===== src/lsm_cfg.svh =====
// Constants of the sensor mode and command unit
`ifndef LSM_CFG_SVH
`define LSM_CFG_SVH
`define LSM_ADDR_OUT 8'h00
`define LSM_ADDR_IN 8'h04
`define LSM_ADDR_MODE 8'h08
`define LSM_ADDR_SETHI 8'h0C
`define LSM_ADDR_SETLO 8'h10
`define LSM_ADDR_ZCFG 8'h14
`define LSM_CMD_A 16'hC000
`define LSM_CMD_B 16'hC200
`define LSM_CMD_TAG 4'hC
`define LSM_ERR_RESP 16'hE000
`define LSM_OVR_CODE 16'hB000
`define LSM_BIT_LO 1
`define LSM_BIT_PASS 2
`define LSM_BIT_HI 3
`define LSM_BIT_OVR 8
`define LSM_BIT_DISC 9
`define LSM_DA_MAX 16'h270F
`define LSM_DA_MIN 16'hD8F1
`define LSM_RST_SETHI 16'h0000
`define LSM_RST_SETLO 16'h0000
`define LSM_RST_AVG 3'h2
`define LSM_CLK_MHZ 25
`define LSM_FAST_US 1000
`define LSM_SLOW_US 4000
`define LSM_NV_LIMIT 100000
`endif


===== src/lsm_pkg.sv =====
// Types of the sensor mode and command unit
`default_nettype none
package lsm_pkg;
	typedef enum logic [2:0] {
		LSM_HOLD_NORMAL = 3'h0,
		LSM_HOLD_SAMPLE = 3'h1,
		LSM_HOLD_MAX = 3'h2,
		LSM_HOLD_MIN = 3'h3,
		LSM_HOLD_P2P = 3'h4
	} lsm_hold_t;
	typedef enum logic [2:0] {
		LSM_ST_DATA = 3'h1,
		LSM_ST_PARAM = 3'h2,
		LSM_ST_ECHO = 3'h4
	} lsm_state_t;
endpackage : lsm_pkg
`default_nettype wire


===== src/lsm_top.sv =====
// Mode command engine and data reporting of the linear sensor unit
//
// Design decisions made here: the AXI4-Lite slave port and the register addresses.
`default_nettype none
`include "lsm_cfg.svh"
module lsm_top #(
	parameter int W = 16,
	parameter int FAST_CYC = `LSM_FAST_US * `LSM_CLK_MHZ,
	parameter int SLOW_CYC = `LSM_SLOW_US * `LSM_CLK_MHZ
) (
	input wire logic aclk,
	input wire logic aresetn,
	input wire logic [7:0] s_axi_awaddr,
	input wire logic s_axi_awvalid,
	output logic s_axi_awready,
	input wire logic [31:0] s_axi_wdata,
	input wire logic [3:0] s_axi_wstrb,
	input wire logic s_axi_wvalid,
	output logic s_axi_wready,
	output logic [1:0] s_axi_bresp,
	output logic s_axi_bvalid,
	input wire logic s_axi_bready,
	input wire logic [7:0] s_axi_araddr,
	input wire logic s_axi_arvalid,
	output logic s_axi_arready,
	output logic [31:0] s_axi_rdata,
	output logic [1:0] s_axi_rresp,
	output logic s_axi_rvalid,
	input wire logic s_axi_rready,
	input wire logic adc_valid,
	input wire logic signed [W-1:0] adc_data,
	input wire logic overrange,
	input wire logic disconnect,
	input wire logic timing_input,
	input wire logic hold_release_input,
	input wire logic zero_input,
	input wire logic zero_reset_input,
	output logic sample_req,
	output logic speed_fast,
	output logic [1:0] input_type,
	output logic scale_restore,
	output logic nv_write,
	output logic [W-1:0] monitor_out
);
	lsm_pkg::lsm_state_t state;
	lsm_pkg::lsm_hold_t hold_mode;
	logic cmp_mode;
	logic mon_da;
	logic [2:0] avg_shift;
	logic is_mode_b;
	logic [15:0] in_word;
	logic [15:0] out_word;
	logic [15:0] da_word;
	logic [15:0] set_hi;
	logic [15:0] set_lo;
	logic zero_nv;
	logic [16:0] nv_count;
	logic signed [W-1:0] zero_shift;
	logic zero_q;
	logic aw_got;
	logic w_got;
	logic [7:0] aw_addr;
	logic [31:0] w_data;
	logic [3:0] w_strb;
	logic wr_go;
	logic wr_out;
	logic [15:0] wval;
	logic is_cmd;
	logic param_ok;
	logic avg_valid;
	logic signed [W-1:0] avg_data;
	logic signed [W-1:0] held;
	logic signed [W-1:0] value;
	logic [15:0] flags;
	logic [15:0] next_in_word;
	logic [31:0] cyc;

	// Byte-lane merge used by the output word and the two set-point registers
	function automatic logic [15:0] lsm_merge(input logic [15:0] old, input logic [31:0] nw,
			input logic [3:0] strb);
		lsm_merge = {strb[1] ? nw[15:8] : old[15:8], strb[0] ? nw[7:0] : old[7:0]};
	endfunction : lsm_merge

	// A digit is either zero (keep) or a code from 1 to top
	function automatic logic lsm_digit_ok(input logic [3:0] d, input logic [3:0] top);
		lsm_digit_ok = (d <= top);
	endfunction : lsm_digit_ok

	// Write channel: each of address and data taken once, either order
	always_ff @(posedge aclk) begin
		if (!aresetn) begin
			s_axi_awready <= 1'b0;
			s_axi_wready <= 1'b0;
			aw_got <= 1'b0;
			w_got <= 1'b0;
			aw_addr <= 8'h00;
			w_data <= 32'h00000000;
			w_strb <= 4'h0;
			s_axi_bvalid <= 1'b0;
			s_axi_bresp <= 2'h0;
		end else begin
			s_axi_awready <= !s_axi_awready && s_axi_awvalid && !aw_got && !s_axi_bvalid;
			s_axi_wready <= !s_axi_wready && s_axi_wvalid && !w_got && !s_axi_bvalid;
			if (s_axi_awvalid && s_axi_awready) begin
				aw_got <= 1'b1;
				aw_addr <= s_axi_awaddr;
			end
			if (s_axi_wvalid && s_axi_wready) begin
				w_got <= 1'b1;
				w_data <= s_axi_wdata;
				w_strb <= s_axi_wstrb;
			end
			if (wr_go) begin
				aw_got <= 1'b0;
				w_got <= 1'b0;
				s_axi_bvalid <= 1'b1;
				s_axi_bresp <= (aw_addr[7:2] > `LSM_ADDR_ZCFG >> 2) ? 2'h3 : 2'h0;
			end else if (s_axi_bready) begin
				s_axi_bvalid <= 1'b0;
			end
		end
	end

	assign wr_go = aw_got && w_got && !s_axi_bvalid;
	assign wr_out = wr_go && aw_addr[7:2] == `LSM_ADDR_OUT >> 2 && w_strb[1:0] != 2'h0;
	assign wval = lsm_merge(out_word, w_data, w_strb);
	assign is_cmd = wval[15:12] == `LSM_CMD_TAG;
	assign param_ok = is_mode_b ? (lsm_digit_ok(wval[15:12], 4'h2) &&
			lsm_digit_ok(wval[11:8], 4'h5)) :
		(lsm_digit_ok(wval[15:12], 4'h2) && lsm_digit_ok(wval[11:8], 4'h5) &&
			lsm_digit_ok(wval[7:4], 4'h4) && lsm_digit_ok(wval[3:0], 4'h2));

	// Software registers: output word, set points and zero configuration
	always_ff @(posedge aclk) begin
		if (!aresetn) begin
			set_hi <= `LSM_RST_SETHI;
			set_lo <= `LSM_RST_SETLO;
			zero_nv <= 1'b0;
			out_word <= 16'h0000;
		end else if (wr_go) begin
			if (aw_addr[7:2] == `LSM_ADDR_OUT >> 2) begin
				out_word <= wval;
			end
			if (aw_addr[7:2] == `LSM_ADDR_SETHI >> 2) begin
				set_hi <= lsm_merge(set_hi, w_data, w_strb);
			end
			if (aw_addr[7:2] == `LSM_ADDR_SETLO >> 2) begin
				set_lo <= lsm_merge(set_lo, w_data, w_strb);
			end
			if (aw_addr[7:2] == `LSM_ADDR_ZCFG >> 2 && w_strb[0]) begin
				zero_nv <= w_data[0];
			end
		end
	end

	// Read channel with decode error for unmapped words
	always_ff @(posedge aclk) begin
		if (!aresetn) begin
			s_axi_arready <= 1'b0;
			s_axi_rvalid <= 1'b0;
			s_axi_rdata <= 32'h00000000;
			s_axi_rresp <= 2'h0;
		end else begin
			s_axi_arready <= !s_axi_arready && s_axi_arvalid && !s_axi_rvalid;
			if (s_axi_arvalid && s_axi_arready) begin
				s_axi_rvalid <= 1'b1;
				s_axi_rresp <= 2'h0;
				unique case (s_axi_araddr[7:2])
					`LSM_ADDR_OUT >> 2: s_axi_rdata <= {16'h0000, out_word};
					`LSM_ADDR_IN >> 2: s_axi_rdata <= {16'h0000, in_word};
					`LSM_ADDR_MODE >> 2: s_axi_rdata <= {16'h0000, 2'h0, state, speed_fast,
						avg_shift, mon_da, hold_mode, input_type, cmp_mode};
					`LSM_ADDR_SETHI >> 2: s_axi_rdata <= {16'h0000, set_hi};
					`LSM_ADDR_SETLO >> 2: s_axi_rdata <= {16'h0000, set_lo};
					`LSM_ADDR_ZCFG >> 2: s_axi_rdata <= {14'h0000, nv_count, zero_nv};
					default: begin
						s_axi_rdata <= 32'h00000000;
						s_axi_rresp <= 2'h3;
					end
				endcase
			end else if (s_axi_rready) begin
				s_axi_rvalid <= 1'b0;
			end
		end
	end

	// Command engine: code, then parameter; modes persist
	always_ff @(posedge aclk) begin
		if (!aresetn) begin
			state <= lsm_pkg::LSM_ST_DATA;
			is_mode_b <= 1'b0;
			cmp_mode <= 1'b0;
			hold_mode <= lsm_pkg::LSM_HOLD_NORMAL;
			input_type <= 2'h0;
			mon_da <= 1'b0;
			speed_fast <= 1'b0;
			avg_shift <= `LSM_RST_AVG;
			scale_restore <= 1'b0;
			da_word <= 16'h0000;
		end else begin
			scale_restore <= 1'b0;
			if (wr_out) begin
				if (is_cmd) begin
					is_mode_b <= wval == `LSM_CMD_B;
					state <= (wval == `LSM_CMD_A || wval == `LSM_CMD_B) ?
						lsm_pkg::LSM_ST_PARAM : lsm_pkg::LSM_ST_ECHO;
				end else if (state == lsm_pkg::LSM_ST_PARAM) begin
					state <= lsm_pkg::LSM_ST_ECHO;
					if (param_ok && is_mode_b) begin
						if (wval[15:12] != 4'h0) speed_fast <= wval[15:12] == 4'h1;
						if (wval[11:8] != 4'h0) avg_shift <= 3'(wval[11:8] - 4'h1);
					end else if (param_ok) begin
						if (wval[15:12] != 4'h0) cmp_mode <= wval[15:12] == 4'h2;
						if (wval[11:8] != 4'h0) hold_mode <= lsm_pkg::lsm_hold_t'(3'(wval[11:8] - 4'h1));
						if (wval[7:4] != 4'h0) input_type <= 2'(wval[7:4] - 4'h1);
						if (wval[7:4] != 4'h0 && 2'(wval[7:4] - 4'h1) != input_type) begin
							scale_restore <= 1'b1;
						end
						if (wval[3:0] != 4'h0) mon_da <= wval[3:0] == 4'h2;
					end
				end else begin
					state <= lsm_pkg::LSM_ST_DATA;
					da_word <= wval; // Only non-command words set the D/A level
				end
			end
		end
	end

	// Sample request divider; rate follows the speed choice
	always_ff @(posedge aclk) begin
		if (!aresetn) begin
			cyc <= 32'h00000000;
			sample_req <= 1'b0;
		end else begin
			sample_req <= cyc == 32'h00000000;
			cyc <= (cyc == 32'h00000000) ? 32'(speed_fast ? FAST_CYC - 1 : SLOW_CYC - 1) :
				cyc - 32'h00000001;
		end
	end

	lsm_avg #(.W(W)) u_avg (
		.aclk(aclk),
		.aresetn(aresetn),
		.shift(avg_shift),
		.in_valid(adc_valid),
		.in_data(adc_data),
		.out_valid(avg_valid),
		.out_data(avg_data)
	);

	lsm_hold #(.W(W)) u_hold (
		.aclk(aclk),
		.aresetn(aresetn),
		.mode(hold_mode),
		.timing(timing_input),
		.release_in(hold_release_input),
		.live_valid(avg_valid),
		.live(avg_data),
		.value(held)
	);

	// Zero shift: register is volatile and cleared by reset; nonvolatile
	// captures are counted and refused once worn out
	always_ff @(posedge aclk) begin
		if (!aresetn) begin
			zero_q <= 1'b0;
			zero_shift <= '0;
			nv_count <= 17'h00000;
			nv_write <= 1'b0;
		end else begin
			zero_q <= zero_input;
			nv_write <= 1'b0;
			if (scale_restore || zero_reset_input) begin
				zero_shift <= '0;
			end else if (zero_input && !zero_q && (!zero_nv || nv_count < 17'(`LSM_NV_LIMIT))) begin
				zero_shift <= held;
				if (zero_nv) begin
					nv_write <= 1'b1;
					nv_count <= nv_count + 17'h00001;
				end
			end
		end
	end

	assign value = W'(held - zero_shift);

	// Comparison and fault flags
	always_comb begin
		flags = 16'h0000;
		flags[`LSM_BIT_HI] = value > $signed(set_hi);
		flags[`LSM_BIT_LO] = value < $signed(set_lo);
		flags[`LSM_BIT_PASS] = !flags[`LSM_BIT_HI] && !flags[`LSM_BIT_LO];
		flags[`LSM_BIT_OVR] = overrange;
		flags[`LSM_BIT_DISC] = disconnect;
	end

	// Input word: answer during a command, else data of the active mode
	always_comb begin
		next_in_word = in_word;
		if (wr_out && is_cmd) begin
			next_in_word = (wval == `LSM_CMD_A || wval == `LSM_CMD_B) ? wval :
				`LSM_ERR_RESP;
		end else if (wr_out && state == lsm_pkg::LSM_ST_PARAM) begin
			next_in_word = param_ok ? wval : `LSM_ERR_RESP;
		end else if (state == lsm_pkg::LSM_ST_DATA && !wr_out) begin
			if (cmp_mode) begin
				next_in_word = flags;
			end else if (overrange || disconnect) begin
				next_in_word = `LSM_OVR_CODE;
			end else begin
				next_in_word = 16'(value);
			end
		end
	end

	// Input word and monitor output registers
	always_ff @(posedge aclk) begin
		if (!aresetn) begin
			in_word <= 16'h0000;
			monitor_out <= '0;
		end else begin
			in_word <= next_in_word;
			if (!mon_da) begin
				monitor_out <= value;
			end else if ($signed(da_word) > $signed(`LSM_DA_MAX)) begin
				monitor_out <= W'(`LSM_DA_MAX);
			end else if ($signed(da_word) < $signed(`LSM_DA_MIN)) begin
				monitor_out <= W'(`LSM_DA_MIN);
			end else begin
				monitor_out <= W'(da_word); // Zero word gives 0 V
			end
		end
	end

	chk_meas_report: assert property (@(posedge aclk) disable iff (!aresetn)
		(state == lsm_pkg::LSM_ST_DATA && !cmp_mode && !overrange && !disconnect && !wr_out)
		|=> in_word == 16'($past(value)))
		else $error("measurement data not reported");
	chk_cmp_high: assert property (@(posedge aclk) disable iff (!aresetn)
		(state == lsm_pkg::LSM_ST_DATA && cmp_mode && !wr_out && value > $signed(set_hi))
		|=> (in_word[`LSM_BIT_HI] && !in_word[`LSM_BIT_PASS]))
		else $error("high flag wrong");
	chk_fault_flag: assert property (@(posedge aclk) disable iff (!aresetn)
		(state == lsm_pkg::LSM_ST_DATA && !wr_out && (overrange || disconnect))
		|=> (in_word == `LSM_OVR_CODE || in_word[`LSM_BIT_OVR] || in_word[`LSM_BIT_DISC]))
		else $error("fault not flagged");
	chk_reset_meas: assert property (@(posedge aclk)
		!aresetn |=> (!cmp_mode && hold_mode == lsm_pkg::LSM_HOLD_NORMAL))
		else $error("reset mode wrong");
	chk_reset_avg: assert property (@(posedge aclk)
		!aresetn |=> (avg_shift == 3'h2 && !speed_fast && input_type == 2'h0))
		else $error("reset average or speed wrong");
	chk_cmd_answer: assert property (@(posedge aclk) disable iff (!aresetn)
		(wr_out && wval == `LSM_CMD_A) |=> (in_word == `LSM_CMD_A
		&& state == lsm_pkg::LSM_ST_PARAM))
		else $error("command not answered");
	chk_param_echo: assert property (@(posedge aclk) disable iff (!aresetn)
		(wr_out && !is_cmd && state == lsm_pkg::LSM_ST_PARAM && param_ok)
		|=> in_word == $past(wval) ##1 in_word == $past(in_word))
		else $error("parameter not echoed");
	chk_type_restore: assert property (@(posedge aclk) disable iff (!aresetn)
		$changed(input_type) |-> scale_restore ##1 zero_shift == '0)
		else $error("type change did not restore defaults");
	chk_cmd_not_da: assert property (@(posedge aclk) disable iff (!aresetn)
		(wr_out && is_cmd) |=> $stable(da_word))
		else $error("command reached the D/A level");
	chk_da_zero: assert property (@(posedge aclk) disable iff (!aresetn)
		(mon_da && da_word == 16'h0000) |=> monitor_out == '0)
		else $error("zero word not 0 V");

	cov_mode_a: cover property (@(posedge aclk) disable iff (!aresetn)
		state == lsm_pkg::LSM_ST_PARAM && !is_mode_b && wr_out && param_ok);
	cov_mode_b: cover property (@(posedge aclk) disable iff (!aresetn)
		state == lsm_pkg::LSM_ST_PARAM && is_mode_b && wr_out && param_ok);
	cov_cmp_pass: cover property (@(posedge aclk) disable iff (!aresetn)
		cmp_mode && in_word == 16'h0004);
endmodule : lsm_top
`default_nettype wire


===== src/lsm_avg.sv =====
// Running block average over 1, 2, 4, 8 or 16 samples
`default_nettype none
module lsm_avg #(
	parameter int W = 16
) (
	input wire logic aclk,
	input wire logic aresetn,
	input wire logic [2:0] shift,
	input wire logic in_valid,
	input wire logic signed [W-1:0] in_data,
	output logic out_valid,
	output logic signed [W-1:0] out_data
);
	logic signed [W+3:0] acc;
	logic [4:0] cnt;
	logic [4:0] last;
	logic signed [W+3:0] sum;

	assign last = 5'((5'h01 << shift) - 5'h01);
	assign sum = acc + (W+4)'(in_data);

	// Average completes when the chosen count is reached
	always_ff @(posedge aclk) begin
		if (!aresetn) begin
			acc <= '0;
			cnt <= 5'h00;
			out_valid <= 1'b0;
			out_data <= '0;
		end else begin
			out_valid <= 1'b0;
			if (in_valid) begin
				if (cnt >= last) begin
					out_data <= W'(sum >>> shift);
					out_valid <= 1'b1;
					acc <= '0;
					cnt <= 5'h00;
				end else begin
					acc <= sum;
					cnt <= cnt + 5'h01;
				end
			end
		end
	end
endmodule : lsm_avg
`default_nettype wire


===== src/lsm_hold.sv =====
// Timing hold: sampling, maximum, minimum and peak-to-peak capture
`default_nettype none
module lsm_hold #(
	parameter int W = 16
) (
	input wire logic aclk,
	input wire logic aresetn,
	input wire lsm_pkg::lsm_hold_t mode,
	input wire logic timing,
	input wire logic release_in,
	input wire logic live_valid,
	input wire logic signed [W-1:0] live,
	output logic signed [W-1:0] value
);
	logic timing_q;
	logic have;
	logic signed [W-1:0] live_q;
	logic signed [W-1:0] held;
	logic signed [W-1:0] hi;
	logic signed [W-1:0] lo;

	// Remember previous timing level for the rising instant
	always_ff @(posedge aclk) begin
		if (!aresetn) begin
			timing_q <= 1'b0;
			live_q <= '0;
		end else begin
			timing_q <= timing;
			if (live_valid) begin
				live_q <= live;
			end
		end
	end

	// Capture; release drops the hold
	always_ff @(posedge aclk) begin
		if (!aresetn) begin
			have <= 1'b0;
			held <= '0;
			hi <= '0;
			lo <= '0;
		end else if (release_in || mode == lsm_pkg::LSM_HOLD_NORMAL) begin
			have <= 1'b0;
		end else if (mode == lsm_pkg::LSM_HOLD_SAMPLE) begin
			if (timing && !timing_q) begin
				held <= live_q;
				have <= 1'b1;
			end
		end else if (timing && live_valid) begin
			have <= 1'b1;
			hi <= (!have || live > hi) ? live : hi;
			lo <= (!have || live < lo) ? live : lo;
		end
	end

	// Present the held figure, or live data while nothing is held
	always_comb begin
		if (!have) begin
			value = live_q;
		end else begin
			unique case (mode)
				lsm_pkg::LSM_HOLD_MAX: value = hi;
				lsm_pkg::LSM_HOLD_MIN: value = lo;
				lsm_pkg::LSM_HOLD_P2P: value = W'(hi - lo);
				default: value = held;
			endcase
		end
	end

	chk_release_clears: assert property (@(posedge aclk) disable iff (!aresetn)
		release_in |=> !have)
		else $error("hold survived release");
	chk_sample_edge: assert property (@(posedge aclk) disable iff (!aresetn)
		(mode == lsm_pkg::LSM_HOLD_SAMPLE && timing && !timing_q && !release_in)
		|=> (have && held == $past(live_q)))
		else $error("sampling hold missed the timing edge");
endmodule : lsm_hold
`default_nettype wire


===== config.mk =====
export PLATFORM = sky130hd
export DESIGN_NAME = lsm_top
export DESIGN_NICKNAME = d
export VERILOG_FILES = /design/src/lsm_pkg.sv /design/src/lsm_top.sv /design/src/lsm_avg.sv /design/src/lsm_hold.sv
export VERILOG_INCLUDE_DIRS = /design/src
export SDC_FILE = /design/constraint.sdc
export NUM_CORES = 1
export LEC_CHECK = 0
export BUFFER_PORTS_ARGS = -buffer_cell sky130_fd_sc_hd__buf_2
export CAP_MARGIN = 20
export CELL_PAD_IN_SITES_DETAIL_PLACEMENT = 0
export CELL_PAD_IN_SITES_GLOBAL_PLACEMENT = 2
export CORE_MARGIN = 2
export CORE_UTILIZATION = 40
export CTS_CLUSTER_SIZE = 8
export DETAILED_ROUTE_END_ITERATION = 8
export MAX_ROUTING_LAYER = met4
export PLACE_DENSITY_LB_ADDON = 0.2
export SETUP_SLACK_MARGIN = 0.4
export SLEW_MARGIN = 20
export SYNTH_ARGS = -nofsm -noshare
export SYNTH_HDL_FRONTEND = slang
export SYNTH_SLANG_ARGS = --single-unit

===== constraint.sdc =====
create_clock -name aclk -period 14.1 [get_ports aclk]
set_clock_uncertainty 0.1 [all_clocks]
set_input_delay 4.23 -clock aclk [delete_from_list [all_inputs] [get_ports aclk]]
set_output_delay 4.23 -clock aclk [all_outputs]
set_load 0.1 [all_outputs]

After elaboration in Yosys (flattened, before gate mapping) --
Cells that the tools add are included.
Word-level totals: flip-flop bits (word level) 358, input bits 82, output and inout port bits 63, word-level logic and storage cells 228
Operators by class: $add $sub $neg 9, order comparisons 13, equality and inequality tests 22, shifts and indexed selects 2, muxes and demuxes 35, bitwise gates (word level) 10, reductions and logical operators 90
Operators with widths (number):
- $mux 16 | 11
- $pmux 18 s6 | 1
- $pmux 16 s3 | 1
- $eq 16x16->1 const B | 2
- $gt 16x16->1 | 2
- $logic_not 32->1 | 1
- $lt 16x16->1 | 2
- $mux 32 | 1
- $sub 16x16->16 | 2
- $sub 32x1->32 const B | 1
- $logic_and 1x1->1 | 29
- $eq 6x3->1 const B | 4
- $reduce_and 6->1 | 4
- $reduce_and 3->1 | 7
- $add 20x16->20 | 1
- $mux 20 | 1
- $sshr 20x3->16 | 1
- $eq 6x2->1 const B | 3
- $add 17x1->17 const B | 1
- $lt 17x17->1 const B | 1
- $mux 17 | 1
- $gt 16x15->1 const B | 1
- $lt 16x15->1 const B | 1
- $mux 8 | 2
- other kinds (36) | 100

Longest topological paths before layout --
depth after elaboration 11, mapped depth 28, mapped depth without buffers 28

Modules after synthesis --
Synthesis repeated with hierarchy kept, for this count alone.
Unflattened totals: cells, all modules 2470, area total of the unflattened synthesis 20490.9 sq um
Modules (own cells, without submodules):
- lsm_top | times used 1, cells an instance 1453, area each 12074.1 sq um, seq. area each 4644.5 sq um
- lsm_hold | times used 1, cells an instance 549, area each 4679.5 sq um, seq. area each 1321.3 sq um
- lsm_avg | times used 1, cells an instance 468, area each 3737.3 sq um, seq. area each 840.8 sq um

Worst setup path before layout --
OpenSTA, ideal clock, no wires.
path type input-to-reg, start input port adc_data[0], end register u_avg.out_data[14], library setup time 0.067 ns, arrival time 6.638 ns, required time 13.933 ns, path slack 7.296 ns, cell stages on the path 12, buffers on the path 0, cells stage by stage ha_1 inv_1 fa_1 nor2b_4 o31a_1 o31a_1 o21a_1 o41a_1 o31a_1 and2_1 a211o_1 a21oi_2
Between the ends: word-level cells in the longest chain between the ends 2
RTL lines:
- start: declaration | RTL line lsm_top.sv:31 | input wire logic signed [W-1:0] adc_data,
- $add 20x16->20 | RTL line lsm_avg.sv:20 | assign sum = acc + (W+4)'(in_data);
- $sshr 20x3->16 | RTL line lsm_avg.sv:33 | out_data <= W'(sum >>> shift);
- end signal: assignment | RTL line lsm_avg.sv:33
- end: declaration | RTL line lsm_avg.sv:12 | output logic signed [W-1:0] out_data
Every way passes these cells. A chain may end at the register's enable or synchronous reset.

Final worst setup path --
start register u_hold.hi[0], end register in_word[3]
Between the ends: word-level cells in the longest chain between the ends 9, elaborated cells on any way between the ends 10, classes of those cells add/sub: 2; order compare: 1; mux: 7
RTL lines:
- start: declaration | RTL line lsm_hold.sv:19 | logic signed [W-1:0] hi;
- start signal: assignment | RTL line lsm_hold.sv:51 | hi <= (!have || live > hi) ? live : hi;
- $sub 16x16->16 | RTL line lsm_hold.sv:64 | lsm_pkg::LSM_HOLD_P2P: value = W'(hi - lo);
- $pmux 16 s3 | RTL line lsm_hold.sv:61 | unique case (mode)
- $mux 16 | RTL line lsm_hold.sv:58 | if (!have) begin
- net held[14] | RTL line lsm_top.sv:72 | logic signed [W-1:0] held;
- $sub 16x16->16 | RTL line lsm_top.sv:285 | assign value = W'(held - zero_shift);
- $gt 16x16->1 | RTL line lsm_top.sv:290 | flags[`LSM_BIT_HI] = value > $signed(set_hi);
- $mux 16 | RTL line lsm_top.sv:306 | if (cmp_mode) begin
- $mux 16 | RTL line lsm_top.sv:305 | end else if (state == lsm_pkg::LSM_ST_DATA && !wr_out) begin
- $mux 16 | RTL line lsm_top.sv:303 | end else if (wr_out && state == lsm_pkg::LSM_ST_PARAM) begin
- $mux 16 | RTL line lsm_top.sv:300 | if (wr_out && is_cmd) begin
- end signal: assignment | RTL line lsm_top.sv:322 | in_word <= next_in_word;
- end: declaration | RTL line lsm_top.sv:51 | logic [15:0] in_word;
The timed path passes the listed nets, and every way through them passes these cells. The select of a mux whose other input is x is not followed.

==> impl_metrics.yaml <==
synthesis:
  top_post_synthesis_cells_by_area: "dfxtp_1 (35%), ha_1 (7.9%), mux2i_1 (6.3%)"
  post_synth_fa_ha_maj_area_fraction_pct: 8.24
  ys.warnings.count: 0
  cell_area_after_technology_mapping_mm2: 0.0197
  synth_simple_gate_area_share_pct: 19.2
  async_flop_share_pct: 0
  synth_xor_area_share_pct: 3.82
  largest_family_of_logic_cells_by_synthesized_area: "compound AO/OA/AOI/OAI gates"
  ys_ff_latch: 340
  synth_seq_area_share_pct: 34.6
  syn-mean-instance-area_um2: 8.19
  netlist-cell-type-count: 88
  synth_largest_type_area_fraction_pct: 34.6
  synth_compound_area_share_pct: 19.9
  synth.area.mux_share_pct: 8.78
  synth_enable_flop_cells: 0
  post_synth_inst_count: 2406
  synth_area_leader_cell: "dfxtp_1"
  synth_ff_type: "dfxtp_1"
routing:
  routed_via_density: 5.53
  dr_pass1_iterations: 5
  first_iter_violations: 1017
  dr_total_vias: 17425
  remaining_drc_errors: 0
  drt-wirelength-per-cell_um: 19.6
  ant_nets: 0
  wirelength_um: 61900
placed_design:
  port-buffer-count: 108
  gp_routability_congestion: 0.916
  detailed_place_hpwl_um: 44800
critical_path:
  r2r-end: "in_word[3]$_SDFFE_PN0P_"
  worst_path_most_repeated_cell: "ha_1"
  critPathKind: "reg -> reg"
  worstSetupStartpointType: "register"
  crit_fanout: 5
  crit_cells: 27
  cp_slowest_cell: "a221oi_1"
  required_time_of_the_critical_path_ps: 14480
  crit_family: "compound AO/OA/AOI/OAI gates"
  setup.worst_path.start: "u_hold.hi[0]$_SDFFE_PN0P_"
  cp-end-kind: "register"
  max_stage_delay_ps: 680
  cp.buffers_inverters: 2
  timing.reg2reg.worst_path_depth: 27
  timing.critical_path.arrival_ps: 7410
  timing.critical_path.to: "in_word[3]$_SDFFE_PN0P_"
  crit-reg2reg-launch: "u_hold.hi[0]$_SDFFE_PN0P_"
  rrSetupSlack_ps: 7070
floorplan:
  boundaryPins: 145
  fp-row-count: 81
  initial_core_util_pct: 40.4
  die_area_mm2: 0.0510
  die_h_um: 226
  die_w_um: 226
  core_outline_area_mm2: 0.0487
job:
  maxCapViolCount: 0
clocking:
  cts.htree.levels: 2
  tritoncts: "done"
  post_cts_resized: 0
  postCtsSetupRepairBufs: 0
  clock-sinks: 340
  clockRootBuffer: "clkbuf_16"
  cts.path.max_buffers: 3
  cts-buffers-inserted: 49
  clock_insertion_delay_worst_skew_ps: 580
  clock_transition_at_the_registers_of_the_reported_paths_ps: 50
  holdBufCountCts: 0
timing:
  finalSetupViolations: 0
  timing_worst_slew_pin_value_ps: 1020
  totalNegativeSetupSlack_ps: 0
  hold_viol: 0
  fin_hold_ws_ps: 350
  period_needed_ps: 7030
  grt_setup_unrepaired: "no"
  post_route_fraction_of_the_period_consumed_by_the_critical_path_pct: 49.9
  timing_max_transition_violations_final: 0
  slew-limit-headroom_pct: 31.8
  max_freq_mhz: 142
pwr:
  p_total_mw: 2.68
  p_comb_share_pct: 19.8
  intPower_mw: 1.86
  power_density_mw_per_mm2: 121
  total_switching_power_mw: 0.815
  clockPowerShare_pct: 40.1
  fraction_of_power_consumed_by_sequential_logic_pct: 40.2
  sw_frac_of_total_pct: 30.4
  vdd_drop_max_mv: 0.113
  leakage_power_nw: 8.61
grt:
  grt.overflow.total: 0
  global_route_wire_length_before_repair_um: 94600
  grt_antenna_before_repair: 4
  vias_in_the_first_global_route: 16324
  groute.usage.overall_pct: 24.6
  grt_start_max_net_pins: 139
finish:
  share_of_final_layout_standard_cells_stronger_than_drive_strength_1_pct: 11.6
  layout_commonest_cell: "dfxtp_1"
  layout_common_cells: "dfxtp_1 (340), nor2_1 (310), nand2_1 (236)"
  final_net_count: 2686
  areaGrowthSynthToFinish_pct: 12.5
status:
  outcome: "completed"
min_path:
  type_of_the_worst_min_delay_path: "reg -> reg"
==> how the worst min path moves through the flow <==
stage | from | cells past startpoint | endpoint | slack [ps]
after floorplan | w_got$_SDFFE_PP0P_ | 1 | s_axi_wready$_SDFF_PN0_ | 320
after global placement | s_axi_rvalid$_SDFFE_PN0P_ | 1 | s_axi_arready$_SDFF_PN0_ | 330
after detailed placement | w_got$_SDFFE_PP0P_ | 1 | s_axi_wready$_SDFF_PN0_ | 330
after CTS | w_got$_SDFFE_PP0P_ | 1 | s_axi_wready$_SDFF_PN0_ | 340
after global routing | u_hold.held[15]$_SDFFE_PN0P_ | 2 | u_hold.held[15]$_SDFFE_PN0P_ | 380
final | w_got$_SDFFE_PP0P_ | 1 | s_axi_wready$_SDFF_PN0_ | 350
==> routing by layer <==
layer | wire length (um) | vias to the layer above | track usage, %
li1 | - | 8654 | -
met3 | 2930 | 124 | 3.88
met2 | 28500 | 377 | 39.2
met1 | 28500 | 8270 | 31.6
met5 | 0 | - | -
met4 | 1970 | 0 | 8.31
==> cells in the mapped netlist, types with 6 or more instances <==
| cell type | instances |
|---|---|
| o31ai_1 | 8 |
| xor2_1 | 35 |
| or4_1 | 6 |
| a211o_1 | 6 |
| o22ai_1 | 12 |
| mux2i_1 | 124 |
| mux2_2 | 35 |
| o21a_1 | 28 |
| o211ai_1 | 18 |
| or3_1 | 9 |
| o21ai_0 | 91 |
| a211oi_1 | 58 |
| o221a_2 | 9 |
| o21bai_1 | 9 |
| nand2b_1 | 24 |
| nor2b_1 | 19 |
| nor3_1 | 47 |
| and2_1 | 13 |
| a21o_1 | 28 |
| nor2_1 | 310 |
| and3_1 | 11 |
| dfxtp_1 | 340 |
| buf_1 | 13 |
| nand3b_1 | 8 |
| buf_4 | 17 |
| a221oi_1 | 21 |
| o31a_1 | 7 |
| clkbuf_1 | 101 |
| xnor2_1 | 51 |
| nor4_1 | 15 |
| nand4_1 | 20 |
| a2111oi_0 | 10 |
| ha_1 | 125 |
| a22oi_1 | 21 |
| nand2_1 | 236 |
| a21oi_1 | 199 |
| o221ai_1 | 6 |
| inv_1 | 123 |
| or2_2 | 10 |
| a31oi_1 | 6 |
| nand3_1 | 72 |
| buf_2 | 9 |
==> flip-flops by register name (all words and copies together) (netlist names), 17 cells and up <==
signal / cells
s_axi_rdata: 18
cyc: 32
nv_count: 17
u_avg.acc: 20
==> cell families (layout without fill, tap and decap cells) <==
kind of cell	after synthesis	after routing
other	1	18
flip-flops	340	340
AO/OA/AOI/OAI	593	593
XOR/XNOR	86	86
multiplexers	164	164
adder cells (fa/ha/maj)	128	128
AND/OR/NAND/NOR	828	828
buffers and inverters	266	330
==> power by group through the flow <==
stage | Sequential (mW) | Combinational [mW] | Clock, mW
after floorplan | 1.12 | 0.386 | 0
after global routing | 1.08 | 0.588 | 1.14
final | 1.08 | 0.529 | 1.07
after detailed placement | 1.09 | 0.528 | 0
after CTS | 1.07 | 0.531 | 1.11
after global placement | 1.09 | 0.523 | 0
==> through the flow <==
stage	instances	util [%]	cell area [um2]	setup slack, ps
after CTS	3147	45.5	22200	7120
after floorplan	2419	-	19700	7300
after global routing	3151	45.5	22200	6680
after detailed placement	3089	42.7	20800	6900
after global placement	3089	42.7	20800	6920
final	3151	45.5	22200	7070
==> final cells by class <==
| cell class | count | area [um2] |
|---|---|---|
| clock buffer | 55 | 1310 |
| multi-input combinational | 1813 | 11900 |
| clock inverter | 3 | 18.8 |
| timing repair buffer | 147 | 833 |
| antenna | 4 | 10.0 |
| sequential | 340 | 6810 |
| fill | 4851 | 26600 |
| tap | 664 | 831 |
| inverter | 125 | 477 |
No activity file was read; power rests on OpenSTA's default activity.
